**src/xfer_size_pkg.sv**
```systemverilog
// Purpose: Shared constants, register map and helpers for the DMA transaction size block
// Assumes: 32-bit AXI4-Lite register bus, one aligned word per register
// Notes:   Size codes are powers of two in DWORDs
package xfer_size_pkg;

  localparam int          ADDR_W        = 12;
  localparam int          DATA_W        = 32;
  localparam int          CODE_W        = 4;
  localparam int          DW_CNT_W      = 11;

  // Register byte offsets
  localparam logic [11:0] XFER_SIZE_OFS = 12'h000;
  localparam logic [11:0] PORT_CTRL_OFS = 12'h004;
  localparam logic [11:0] XFER_LEN_OFS  = 12'h008;

  // Field positions
  localparam int          RX_SIZE_LSB   = 4;
  localparam int          TX_SIZE_LSB   = 0;
  localparam int          RUN_BIT       = 0;
  localparam int          GLOBAL_RST_BIT = 1;
  localparam int          RX_LEN_LSB    = 16;
  localparam int          TX_LEN_LSB    = 0;

  // Value after reset and largest size code
  localparam logic [3:0]  XFER_CODE_RST = 4'h0;
  localparam logic [3:0]  XFER_CODE_TOP = 4'hA;

  // Default queue depths
  localparam int          RX_DEPTH_DEF  = 2048;
  localparam int          TX_DEPTH_DEF  = 2048;

  // AXI responses
  localparam logic [1:0]  RESP_OKAY     = 2'h0;
  localparam logic [1:0]  RESP_SLVERR   = 2'h2;

  // Largest receive code for a receive queue depth
  function automatic logic [3:0] rx_max_code(input int depth);
    int lg;
    lg = $clog2(depth);
    if (depth <= 64) begin
      rx_max_code = 4'h4;
    end else begin
      rx_max_code = 4'((lg - 1) & 15);
    end
  endfunction : rx_max_code

  // Largest transmit code for a transmit queue depth
  function automatic logic [3:0] tx_max_code(input int depth);
    int lg;
    lg = $clog2(depth);
    tx_max_code = 4'((lg - 1) & 15);
  endfunction : tx_max_code

  // DWORD count selected by a size code
  function automatic logic [10:0] code_to_dwords(input logic [3:0] code);
    code_to_dwords = 11'h001 << code;
  endfunction : code_to_dwords

endpackage : xfer_size_pkg

```
**src/xfer_size_if.sv**
```systemverilog
// Purpose: Carries one size field's write request and stored code between modules
// Assumes: One clock domain
// Notes:   One instance per size field
interface xfer_size_if;
  logic       wr_en;
  logic [3:0] wr_code;
  logic       run;
  logic       clear;
  logic [3:0] code;

  modport ctrl  (output wr_en, output wr_code, output run, output clear, input code);
  modport field (input wr_en, input wr_code, input run, input clear, output code);
endinterface : xfer_size_if

```
**src/xfer_size_field.sv**
```systemverilog
// Purpose: Holds one transaction size code with run lock and clamping
// Assumes: Requests come from logic on the same clock
// Notes:   Codes above MAX_CODE are stored as MAX_CODE
module xfer_size_field #(
  parameter logic [3:0] MAX_CODE = 4'hA
) (
  // Clock and reset
  input  wire logic   clk,
  input  wire logic   rst,
  // Field access
  xfer_size_if.field  fld
);

  // Elaboration check on the clamp value
  if (MAX_CODE > xfer_size_pkg::XFER_CODE_TOP) begin : g_bad_max
    $error("MAX_CODE beyond largest size code");
  end

  always_ff @(posedge clk or posedge rst) begin
    if (rst) begin
      fld.code <= xfer_size_pkg::XFER_CODE_RST;
    end else if (fld.clear) begin
      fld.code <= xfer_size_pkg::XFER_CODE_RST;
    end else if (fld.wr_en && !fld.run) begin
      if (fld.wr_code > MAX_CODE) begin
        fld.code <= MAX_CODE;
      end else begin
        fld.code <= fld.wr_code;
      end
    end
  end

endmodule : xfer_size_field

```
**src/port_dma_xfer_size.sv**
```systemverilog
// Purpose: Port DMA transaction size register with AXI4-Lite access
// Assumes: Single clock CLK_SYS, asynchronous active-high RST, link reset from a pin
// Notes:   Sizes drive the DWORD counts used by the port DMA engine
module port_dma_xfer_size #(
  parameter int RX_QUEUE_DEPTH_PARAM = xfer_size_pkg::RX_DEPTH_DEF,
  parameter int TX_QUEUE_DEPTH_PARAM = xfer_size_pkg::TX_DEPTH_DEF
) (
  // Clock and reset
  input  wire logic        CLK_SYS,
  input  wire logic        RST,
  // Link reset pin
  input  wire logic        PORT_COMRESET,
  // AXI4-Lite write address
  input  wire logic [11:0] S_AXI_AWADDR,
  input  wire logic [2:0]  S_AXI_AWPROT,
  input  wire logic        S_AXI_AWVALID,
  output logic             S_AXI_AWREADY,
  // AXI4-Lite write data
  input  wire logic [31:0] S_AXI_WDATA,
  input  wire logic [3:0]  S_AXI_WSTRB,
  input  wire logic        S_AXI_WVALID,
  output logic             S_AXI_WREADY,
  // AXI4-Lite write response
  output logic [1:0]       S_AXI_BRESP,
  output logic             S_AXI_BVALID,
  input  wire logic        S_AXI_BREADY,
  // AXI4-Lite read address
  input  wire logic [11:0] S_AXI_ARADDR,
  input  wire logic [2:0]  S_AXI_ARPROT,
  input  wire logic        S_AXI_ARVALID,
  output logic             S_AXI_ARREADY,
  // AXI4-Lite read data
  output logic [31:0]      S_AXI_RDATA,
  output logic [1:0]       S_AXI_RRESP,
  output logic             S_AXI_RVALID,
  input  wire logic        S_AXI_RREADY,
  // DMA engine controls
  output logic             PORT_RUN,
  output logic [10:0]      RX_XFER_DWORDS,
  output logic [10:0]      TX_XFER_DWORDS
);

  localparam logic [3:0] RX_MAX = xfer_size_pkg::rx_max_code(RX_QUEUE_DEPTH_PARAM);
  localparam logic [3:0] TX_MAX = xfer_size_pkg::tx_max_code(TX_QUEUE_DEPTH_PARAM);

  // Elaboration checks on the queue depths
  if (RX_QUEUE_DEPTH_PARAM < 64 || RX_QUEUE_DEPTH_PARAM > 2048 ||
      (RX_QUEUE_DEPTH_PARAM & (RX_QUEUE_DEPTH_PARAM - 1)) != 0) begin : g_bad_rx_depth
    $error("RX_QUEUE_DEPTH_PARAM must be a power of two from 64 to 2048");
  end
  if (TX_QUEUE_DEPTH_PARAM < 32 || TX_QUEUE_DEPTH_PARAM > 2048 ||
      (TX_QUEUE_DEPTH_PARAM & (TX_QUEUE_DEPTH_PARAM - 1)) != 0) begin : g_bad_tx_depth
    $error("TX_QUEUE_DEPTH_PARAM must be a power of two from 32 to 2048");
  end

  xfer_size_if rx_if ();
  xfer_size_if tx_if ();

  logic        comreset_meta;
  logic        comreset_sync;
  logic        global_rst;
  logic        port_run_bit;
  logic        aw_done;
  logic        w_done;
  logic [11:0] wr_addr;
  logic [31:0] wr_data;
  logic [3:0]  wr_strb;
  logic        do_write;
  logic        next_global_rst;
  logic [31:0] next_rdata;
  logic [1:0]  next_rresp;

  // Link reset pin synchroniser
  always_ff @(posedge CLK_SYS or posedge RST) begin
    if (RST) begin
      comreset_meta <= 1'b0;
      comreset_sync <= 1'b0;
    end else begin
      comreset_meta <= PORT_COMRESET;
      comreset_sync <= comreset_meta;
    end
  end

  // Write address channel
  always_ff @(posedge CLK_SYS or posedge RST) begin
    if (RST) begin
      S_AXI_AWREADY <= 1'b1;
      aw_done       <= 1'b0;
      wr_addr       <= 12'h000;
    end else if (S_AXI_AWVALID && S_AXI_AWREADY) begin
      S_AXI_AWREADY <= 1'b0;
      aw_done       <= 1'b1;
      wr_addr       <= S_AXI_AWADDR;
    end else if (do_write) begin
      aw_done       <= 1'b0;
    end else if (S_AXI_BVALID && S_AXI_BREADY) begin
      S_AXI_AWREADY <= 1'b1;
    end
  end

  // Write data channel
  always_ff @(posedge CLK_SYS or posedge RST) begin
    if (RST) begin
      S_AXI_WREADY <= 1'b1;
      w_done       <= 1'b0;
      wr_data      <= 32'h0000_0000;
      wr_strb      <= 4'h0;
    end else if (S_AXI_WVALID && S_AXI_WREADY) begin
      S_AXI_WREADY <= 1'b0;
      w_done       <= 1'b1;
      wr_data      <= S_AXI_WDATA;
      wr_strb      <= S_AXI_WSTRB;
    end else if (do_write) begin
      w_done       <= 1'b0;
    end else if (S_AXI_BVALID && S_AXI_BREADY) begin
      S_AXI_WREADY <= 1'b1;
    end
  end

  assign do_write = aw_done && w_done && !S_AXI_BVALID;

  // Write response
  always_ff @(posedge CLK_SYS or posedge RST) begin
    if (RST) begin
      S_AXI_BVALID <= 1'b0;
      S_AXI_BRESP  <= xfer_size_pkg::RESP_OKAY;
    end else if (do_write) begin
      S_AXI_BVALID <= 1'b1;
      if (wr_addr == xfer_size_pkg::XFER_SIZE_OFS ||
          wr_addr == xfer_size_pkg::PORT_CTRL_OFS ||
          wr_addr == xfer_size_pkg::XFER_LEN_OFS) begin
        S_AXI_BRESP <= xfer_size_pkg::RESP_OKAY;
      end else begin
        S_AXI_BRESP <= xfer_size_pkg::RESP_SLVERR;
      end
    end else if (S_AXI_BVALID && S_AXI_BREADY) begin
      S_AXI_BVALID <= 1'b0;
    end
  end

  // Port run bit, global reset pulse
  always_comb begin
    next_global_rst = do_write && wr_strb[0] &&
                      wr_addr == xfer_size_pkg::PORT_CTRL_OFS &&
                      wr_data[xfer_size_pkg::GLOBAL_RST_BIT];
  end

  always_ff @(posedge CLK_SYS or posedge RST) begin
    if (RST) begin
      port_run_bit <= 1'b0;
      global_rst   <= 1'b0;
    end else begin
      global_rst <= next_global_rst;
      if (global_rst) begin
        port_run_bit <= 1'b0;
      end else if (do_write && wr_strb[0] && wr_addr == xfer_size_pkg::PORT_CTRL_OFS) begin
        port_run_bit <= wr_data[xfer_size_pkg::RUN_BIT];
      end
    end
  end

  // Size field requests
  always_comb begin
    rx_if.wr_en   = do_write && wr_strb[0] && wr_addr == xfer_size_pkg::XFER_SIZE_OFS;
    rx_if.wr_code = wr_data[xfer_size_pkg::RX_SIZE_LSB +: 4];
    rx_if.run     = port_run_bit;
    rx_if.clear   = global_rst || comreset_sync;
    tx_if.wr_en   = rx_if.wr_en;
    tx_if.wr_code = wr_data[xfer_size_pkg::TX_SIZE_LSB +: 4];
    tx_if.run     = port_run_bit;
    tx_if.clear   = global_rst || comreset_sync;
  end

  xfer_size_field #(
    .MAX_CODE (RX_MAX)
  ) u_rx_field (
    .clk (CLK_SYS),
    .rst (RST),
    .fld (rx_if.field)
  );

  xfer_size_field #(
    .MAX_CODE (TX_MAX)
  ) u_tx_field (
    .clk (CLK_SYS),
    .rst (RST),
    .fld (tx_if.field)
  );

  // Engine controls
  always_ff @(posedge CLK_SYS or posedge RST) begin
    if (RST) begin
      PORT_RUN       <= 1'b0;
      RX_XFER_DWORDS <= 11'h001;
      TX_XFER_DWORDS <= 11'h001;
    end else begin
      PORT_RUN       <= port_run_bit;
      RX_XFER_DWORDS <= xfer_size_pkg::code_to_dwords(rx_if.code);
      TX_XFER_DWORDS <= xfer_size_pkg::code_to_dwords(tx_if.code);
    end
  end

  // Read decode
  always_comb begin
    next_rdata = 32'h0000_0000;
    next_rresp = xfer_size_pkg::RESP_OKAY;
    case (S_AXI_ARADDR)
      xfer_size_pkg::XFER_SIZE_OFS: begin
        next_rdata[xfer_size_pkg::RX_SIZE_LSB +: 4] = rx_if.code;
        next_rdata[xfer_size_pkg::TX_SIZE_LSB +: 4] = tx_if.code;
      end
      xfer_size_pkg::PORT_CTRL_OFS: begin
        next_rdata[xfer_size_pkg::RUN_BIT] = port_run_bit;
      end
      xfer_size_pkg::XFER_LEN_OFS: begin
        next_rdata[xfer_size_pkg::RX_LEN_LSB +: 11] = RX_XFER_DWORDS;
        next_rdata[xfer_size_pkg::TX_LEN_LSB +: 11] = TX_XFER_DWORDS;
      end
      default: begin
        next_rresp = xfer_size_pkg::RESP_SLVERR;
      end
    endcase
  end

  // Read channels
  always_ff @(posedge CLK_SYS or posedge RST) begin
    if (RST) begin
      S_AXI_ARREADY <= 1'b1;
      S_AXI_RVALID  <= 1'b0;
      S_AXI_RDATA   <= 32'h0000_0000;
      S_AXI_RRESP   <= xfer_size_pkg::RESP_OKAY;
    end else if (S_AXI_ARVALID && S_AXI_ARREADY) begin
      S_AXI_ARREADY <= 1'b0;
      S_AXI_RVALID  <= 1'b1;
      S_AXI_RDATA   <= next_rdata;
      S_AXI_RRESP   <= next_rresp;
    end else if (S_AXI_RVALID && S_AXI_RREADY) begin
      S_AXI_RVALID  <= 1'b0;
      S_AXI_ARREADY <= 1'b1;
    end
  end

endmodule : port_dma_xfer_size

```
**config.mk**
```make
export PLATFORM = sky130hd
export DESIGN_NAME = port_dma_xfer_size
export DESIGN_NICKNAME = d
export VERILOG_FILES = /design/src/xfer_size_pkg.sv /design/src/xfer_size_if.sv /design/src/xfer_size_field.sv /design/src/port_dma_xfer_size.sv
export SDC_FILE = /design/constraint.sdc
export NUM_CORES = 1
export LEC_CHECK = 0
export ABC_AREA = 0
export BUFFER_PORTS_ARGS = -buffer_cell sky130_fd_sc_hd__buf_2
export CAP_MARGIN = 20
export CORE_MARGIN = 2
export CORE_UTILIZATION = 48
export DETAILED_ROUTE_END_ITERATION = 6
export PLACE_DENSITY = 0.8
export SLEW_MARGIN = 20
export SYNTH_ARGS = -nofsm -noshare
export SYNTH_HDL_FRONTEND = slang
export SYNTH_HIERARCHICAL = 1
export SYNTH_SLANG_ARGS = --single-unit
```
**constraint.sdc**
```tcl
create_clock -name CLK_SYS -period 2.78 [get_ports CLK_SYS]
set_input_delay 0.139 -clock CLK_SYS [delete_from_list [all_inputs] [get_ports CLK_SYS]]
set_output_delay 0.139 -clock CLK_SYS [all_outputs]
set_load 0.02 [all_outputs]
```
# [After elaboration in Yosys (flattened, before gate mapping)]
# Cells that the tools add are included.
[word_totals] register_bits=89 input_bits=74 out_inout_bits=64 wordCells=89
[op_classes] n_lt_le_gt_ge=2 n_eq_ne=6 shift=2 n_mux=27 reduce_logical=30
[op_table] cell="$eq A12 B3 Y1 const B" count=2
[op_table] cell="$eq A12 B4 Y1 const B" count=2
[op_table] cell="$logic_not A12 Y1" count=2
[op_table] cell="$mux W4" count=6
[op_table] cell="$shl A1 B4 Y11 const A" count=2
[op_table] cell="$reduce_bool A2 Y1" count=8
[op_table] cell="$mux W1" count=15
[op_table] cell="$pmux W7 S2" count=1
[op_table] cell="$logic_and A1 B1 Y1" count=12
[op_table] cell="$mux W11" count=1
[op_table] cell="$gt A4 B4 Y1 const B" count=2
[op_table] cell="$mux W2" count=2
[op_table] cell="$ne A2 B1 Y1 const B" count=2
[op_table] cell="$reduce_and A2 Y1" count=2
[op_table] cell="$logic_or A1 B1 Y1" count=3
[op_table] cell="$mux W3" count=1
[op_table] cell="$pmux W1 S3" count=1
[op_table] cell="$reduce_or A3 Y1" count=1
[op_table] cell="$logic_not A1 Y1" count=2

# [Logic depth before layout (Yosys ltp)]
[depth] depth_word=7 depth_mapped=6

# [Modules after synthesis]
# The synthesis kept the hierarchy.
[by_module_without_submodules] module="port_dma_xfer_size" instances=1 cells_per_inst=236 area_each_um2=3125.5 seq_area_each_um2=1983.2
[by_module_without_submodules] module="xfer_size_field" instances=2 cells_per_inst=20 area_each_um2=190.2 seq_area_each_um2=100.1

# [Least setup slack after synthesis]
# Ideal clock, no wire load.
[synth_path] path_kind="register to register" start="register S_AXI_BVALID" end="register u_rx_field.fld.code[2]" setup_ps=78 arrival_time_ps=1667 required_ps=2702 path_slack_ps=1035 stages_incl_launch_ff=7 path_buffers=0 period_less_slack_ps=1745 path_cell_list="dfrtp_1 and3b_1 nand4_1 nor2_1 and2b_2 nand3b_1 a21oi_1"
[synth_via] elab_chain_len=6
[synth_rtl] item="start: declaration" line="port_dma_xfer_size.sv:25" source="output logic S_AXI_BVALID,"
[synth_rtl] item="start signal: assignment" line="port_dma_xfer_size.sv:125" source="S_AXI_BVALID <= 1'b0;"
[synth_rtl] item="start signal: assignment" line="port_dma_xfer_size.sv:128" source="S_AXI_BVALID <= 1'b1;"
[synth_rtl] item="start signal: assignment" line="port_dma_xfer_size.sv:137" source="S_AXI_BVALID <= 1'b0;"
[synth_rtl] item="$logic_not A1 Y1" line="port_dma_xfer_size.sv:120" source="assign do_write = aw_done && w_done && !S_AXI_BVALID;"
[synth_rtl] item="$logic_and A1 B1 Y1" line="port_dma_xfer_size.sv:120"
[synth_rtl] item="$logic_and A1 B1 Y1 (2 in a row)" line="port_dma_xfer_size.sv:164" source="rx_if.wr_en = do_write && wr_strb[0] && wr_addr == xfer_size_pkg::XFER_SIZE_OFS;"
[synth_rtl] item="net rx_if.wr_en" line="xfer_size_if.sv:5" source="logic wr_en;"
[synth_rtl] item="$logic_and A1 B1 Y1" line="xfer_size_field.sv:24" source="end else if (fld.wr_en && !fld.run) begin"
[synth_rtl] item="$reduce_bool A2 Y1 (no source line)"
[synth_rtl] item="end signal: assignment" line="xfer_size_field.sv:21" source="fld.code <= xfer_size_pkg::XFER_CODE_RST;"
[synth_rtl] item="end signal: assignment" line="xfer_size_field.sv:23" source="fld.code <= xfer_size_pkg::XFER_CODE_RST;"
[synth_rtl] item="end signal: assignment" line="xfer_size_field.sv:28" source="fld.code <= fld.wr_code;"
[synth_rtl] item="end: declaration" line="xfer_size_if.sv:12" source="modport field (input wr_en, input wr_code, input run, input clear, output code);"
# The timed path passes the listed nets, and every way through them passes these cells.
# A chain may end at the register's enable or synchronous reset.

# [Worst setup path in the final report]
[layout_path] start="register wr_addr[1]" end="register u_tx_field.fld.code[0]"
[layout_via] elab_chain_len=4
[layout_rtl] item="start: declaration" line="port_dma_xfer_size.sv:65" source="logic [11:0] wr_addr;"
[layout_rtl] item="start signal: assignment" line="port_dma_xfer_size.sv:89" source="wr_addr <= 12'h000;"
[layout_rtl] item="start signal: assignment" line="port_dma_xfer_size.sv:93" source="wr_addr <= S_AXI_AWADDR;"
[layout_rtl] item="$logic_not A12 Y1" line="port_dma_xfer_size.sv:164"
[layout_rtl] item="$logic_and A1 B1 Y1" line="port_dma_xfer_size.sv:164"
[layout_rtl] item="net rx_if.wr_en" line="xfer_size_if.sv:5"
[layout_rtl] item="$logic_and A1 B1 Y1" line="xfer_size_field.sv:24"
[layout_rtl] item="$reduce_bool A2 Y1 (no source line)"
[layout_rtl] item="end signal: assignment" line="xfer_size_field.sv:21"
[layout_rtl] item="end signal: assignment" line="xfer_size_field.sv:23"
[layout_rtl] item="end signal: assignment" line="xfer_size_field.sv:28"
[layout_rtl] item="end: declaration" line="xfer_size_if.sv:12"
# The timed path passes the listed nets, and every way through them passes these cells.

==> impl_metrics.env <==
export IMPL_htreeDepth=3
export IMPL_cp_start_kind="flip-flop"
export IMPL_r2r_end="u_tx_field/fld.code[0]"
export IMPL_grt_max_degree=56
export IMPL_drc_errors=0
export IMPL_endpoint_kind="flip-flop"
export IMPL_synth_edf_count=0
export IMPL_holdPathStages=2
export IMPL_arrival_ns=2.26
export IMPL_status="completed"
export IMPL_clk_latency_ns=0.36
export IMPL_hold_viol_final=0
export IMPL_area_delta_synth_final_pct=24.5
export IMPL_min_period_ns=1.98
export IMPL_dieArea_um2=8000
export IMPL_worst_r2r_path_depth=6
export IMPL_worst_pin_slew_ns=0.910
export IMPL_numCtsBuffers=9
export IMPL_holdPathEnd="wr_data[2]"
export IMPL_ys_async_sr_fraction_pct=100
export IMPL_finalClockSkew_ns=0.00809
export IMPL_grtUsageTotal_pct=17.9
export IMPL_die_y_um=89.5
export IMPL_yosysMostFrequentCell="dfrtp_1"
export IMPL_syn_avg_cell_area_um2=12.7
export IMPL_ios=138
export IMPL_yosys_top_cells_area="dfrtp_1, mux2_2, dfstp_2"
export IMPL_critPathKind="flip-flop to flip-flop"
export IMPL_grt_pass1_vias=2476
export IMPL_drive_gt1_share_pct=37.7
export IMPL_post_cts_resize_count=0
export IMPL_r2r_setup_slack_ns=0.80
export IMPL_die_w_um=89.5
export IMPL_ys_types=34
export IMPL_min_delay_start="S_AXI_WDATA[2]"
export IMPL_finalWirelength_um=6870
export IMPL_timing_rr_start="wr_addr[1]"
export IMPL_clk_pin_slew_ns=0.09
export IMPL_clk_path_buf_depth=2
export IMPL_firstDrtPassIters=4
export IMPL_antennaDiodeCount=0
export IMPL_antenna_found_initial=0
export IMPL_ys_ff_latch=87
export IMPL_coreArea_um2=7180
export IMPL_min_path_type="primary input to flip-flop"
export IMPL_wl_per_cell_um=14.0
export IMPL_fin_tns_setup_ns=0
export IMPL_first_iter_violations=58
export IMPL_peakVddDrop_mv=0.443
export IMPL_ys_top_cells_by_count="dfrtp_1, nand2_1, mux2_2"
export IMPL_overflow=0
export IMPL_synth_seq_area_share_pct=62.3
export IMPL_root_buffer="clkbuf_8"
export IMPL_max_freq_mhz=505
export IMPL_viasPerCell=5.05
export IMPL_synth_top_cell_by_area="dfrtp_1"
export IMPL_finalSetupViolCount=0
export IMPL_cts_tree="built"
export IMPL_nets=462
export IMPL_numPortBuffers=92
export IMPL_start_util_pct=48.9
export IMPL_num_vias=2485
export IMPL_required_ns=3.06
export IMPL_relSlewSlack_pct=39.3
export IMPL_p_leak_nw=2.20
export IMPL_drv_slew=0
export IMPL_synthFlopType="dfrtp_1"
export IMPL_place_congestion=0.761
export IMPL_grt_pass1_wl_um=10900
export IMPL_syn_area_um2=3510
export IMPL_timing_final_crit_share_pct=71.2
export IMPL_power_per_cell_area_nw_per_um2=709
export IMPL_dpl_hpwl_um=5130
export IMPL_synth_top_cell_area_share_pct=58.5
export IMPL_syn_inst=276
export IMPL_fin_ws_ns=0.799
export IMPL_post_place_ws_ns=0.838
export IMPL_maxCapViolations=0
export IMPL_critPathMaxFanout=4
export IMPL_rsz0062_at_grt="false"
export IMPL_placementRows=31
export IMPL_synth_warnings=6
export IMPL_cts_sinks=87
export IMPL_drtAntennaViolNets=0
-- worst max path at each step --
stage	slack [ns]	depth (start not counted)	end	start
after CTS	0.81	6	u_rx_field/fld.code[2]	wr_addr[1]
after global placement	0.91	6	u_rx_field/fld.code[2]	wr_addr[1]
after floorplan	0.63	1	PORT_RUN	RST
final	0.80	6	u_tx_field/fld.code[0]	wr_addr[1]
after global routing	0.59	6	u_tx_field/fld.code[0]	wr_addr[11]
after detailed placement	0.84	6	u_rx_field/fld.code[2]	wr_addr[1]
-- flip-flops by register name (all words and copies together), names as in the netlist --
register and count:
S_AXI_AWREADY 1, S_AXI_ARREADY 1, S_AXI_RDATA 22, comreset_meta 1, wr_addr 12, u_rx_field/fld.code 4, S_AXI_BRESP 1, global_rst 1
port_run_bit 1, wr_data 8, TX_XFER_DWORDS 11, u_tx_field/fld.code 4, w_done 1, wr_strb 1, comreset_sync 1, aw_done 1
S_AXI_RVALID 1, S_AXI_RRESP 1, S_AXI_BVALID 1, PORT_RUN 1, S_AXI_WREADY 1, RX_XFER_DWORDS 11
-- cells in the final DEF, fill, tap and decap left out, types with 2 or more instances in the layout --
master and count:
nand3_1 3, nand4_1 2, o21ai_0 15, inv_6 2, dfstp_2 5, mux2_2 21
mux2i_1 11, clkinv_4 3, and2b_2 2, and3b_1 2, dlygate4sd3_1 13, clkbuf_8 9
nor3_1 14, nand2_1 26, a21oi_1 8, buf_4 2, a211oi_1 3, nor4_4 4
nor2_1 14, a22o_1 14, nand2b_1 8, buf_2 92, nor4_1 2, inv_1 8
dfrtp_1 82, nand3b_1 3, nand2b_4 2, conb_1 12
-- routing by layer --
metal / routed length, um / share of wire (%) / up-vias / global-route usage (%)
met2: 3410 / 50 / 94 / 31.2
li1: - / - / 1171 / -
met5: 0 / 0 / - / 0
met4: 123 / 1.8 / 0 / 7.33
met1: 2850 / 41 / 1209 / 20.1
met3: 489 / 7.1 / 11 / 6.19
-- worst max-delay path: stages, from the launching register on --
cell and delay (ns):
dfrtp_1 0.41, nor4_4 0.34, nand4_1 0.23, nor2_1 0.42, and2b_2 0.26, nand3_1 0.09
a21oi_1 0.15
-- area by class of cell --
cell class / instances / area (um^2)
inverter: 9 / 35.0
timing repair buffer: 107 / 606
sequential: 87 / 2180
multi-input combinational: 174 / 1210
clock buffer: 9 / 124
fill: 580 / 2810
tap: 99 / 124
clock inverter: 7 / 81.3
-- report_power, final --
part	switching (W)	total (W)	internal [W]
combinational	0.000250	0.000532	0.000282
clock	0.000469	0.000895	0.000426
sequential	0.000184	0.00167	0.00149
total	0.000903	0.00310	0.00219
-- kinds of logic after synthesis --
group,after synthesis,share of synthesized area (%)
buffers and inverters,26,4.35
AOI/OAI and AO/OA,43,8.14
and+or+nand+nor,87,15.2
muxes,32,9.89
other,1,0.107
DFF,87,62.3
-- metrics by stage --
step	power, W	util (%)	hold slack [ns]	instances	area [um^2]
after floorplan	0.00206	-	-0.0949	287	3550
after global placement	0.00218	56.1	0.0571	463	4030
after detailed placement	0.00222	56.1	0.0641	463	4030
after CTS	0.00313	60.7	0.00129	491	4350
after global routing	0.00326	60.8	0.00284	492	4360
final	0.00310	60.8	0.0161	492	4360
-- what timing repair did --
item                                    4_1_cts  5_1_grt
hold endpoints to repair                     39        1
buffers inserted                              0        0
endpoints found under the setup margin        0        0
hold buffers                                 12        1
Note: power is estimated with default switching activity, not from simulation.
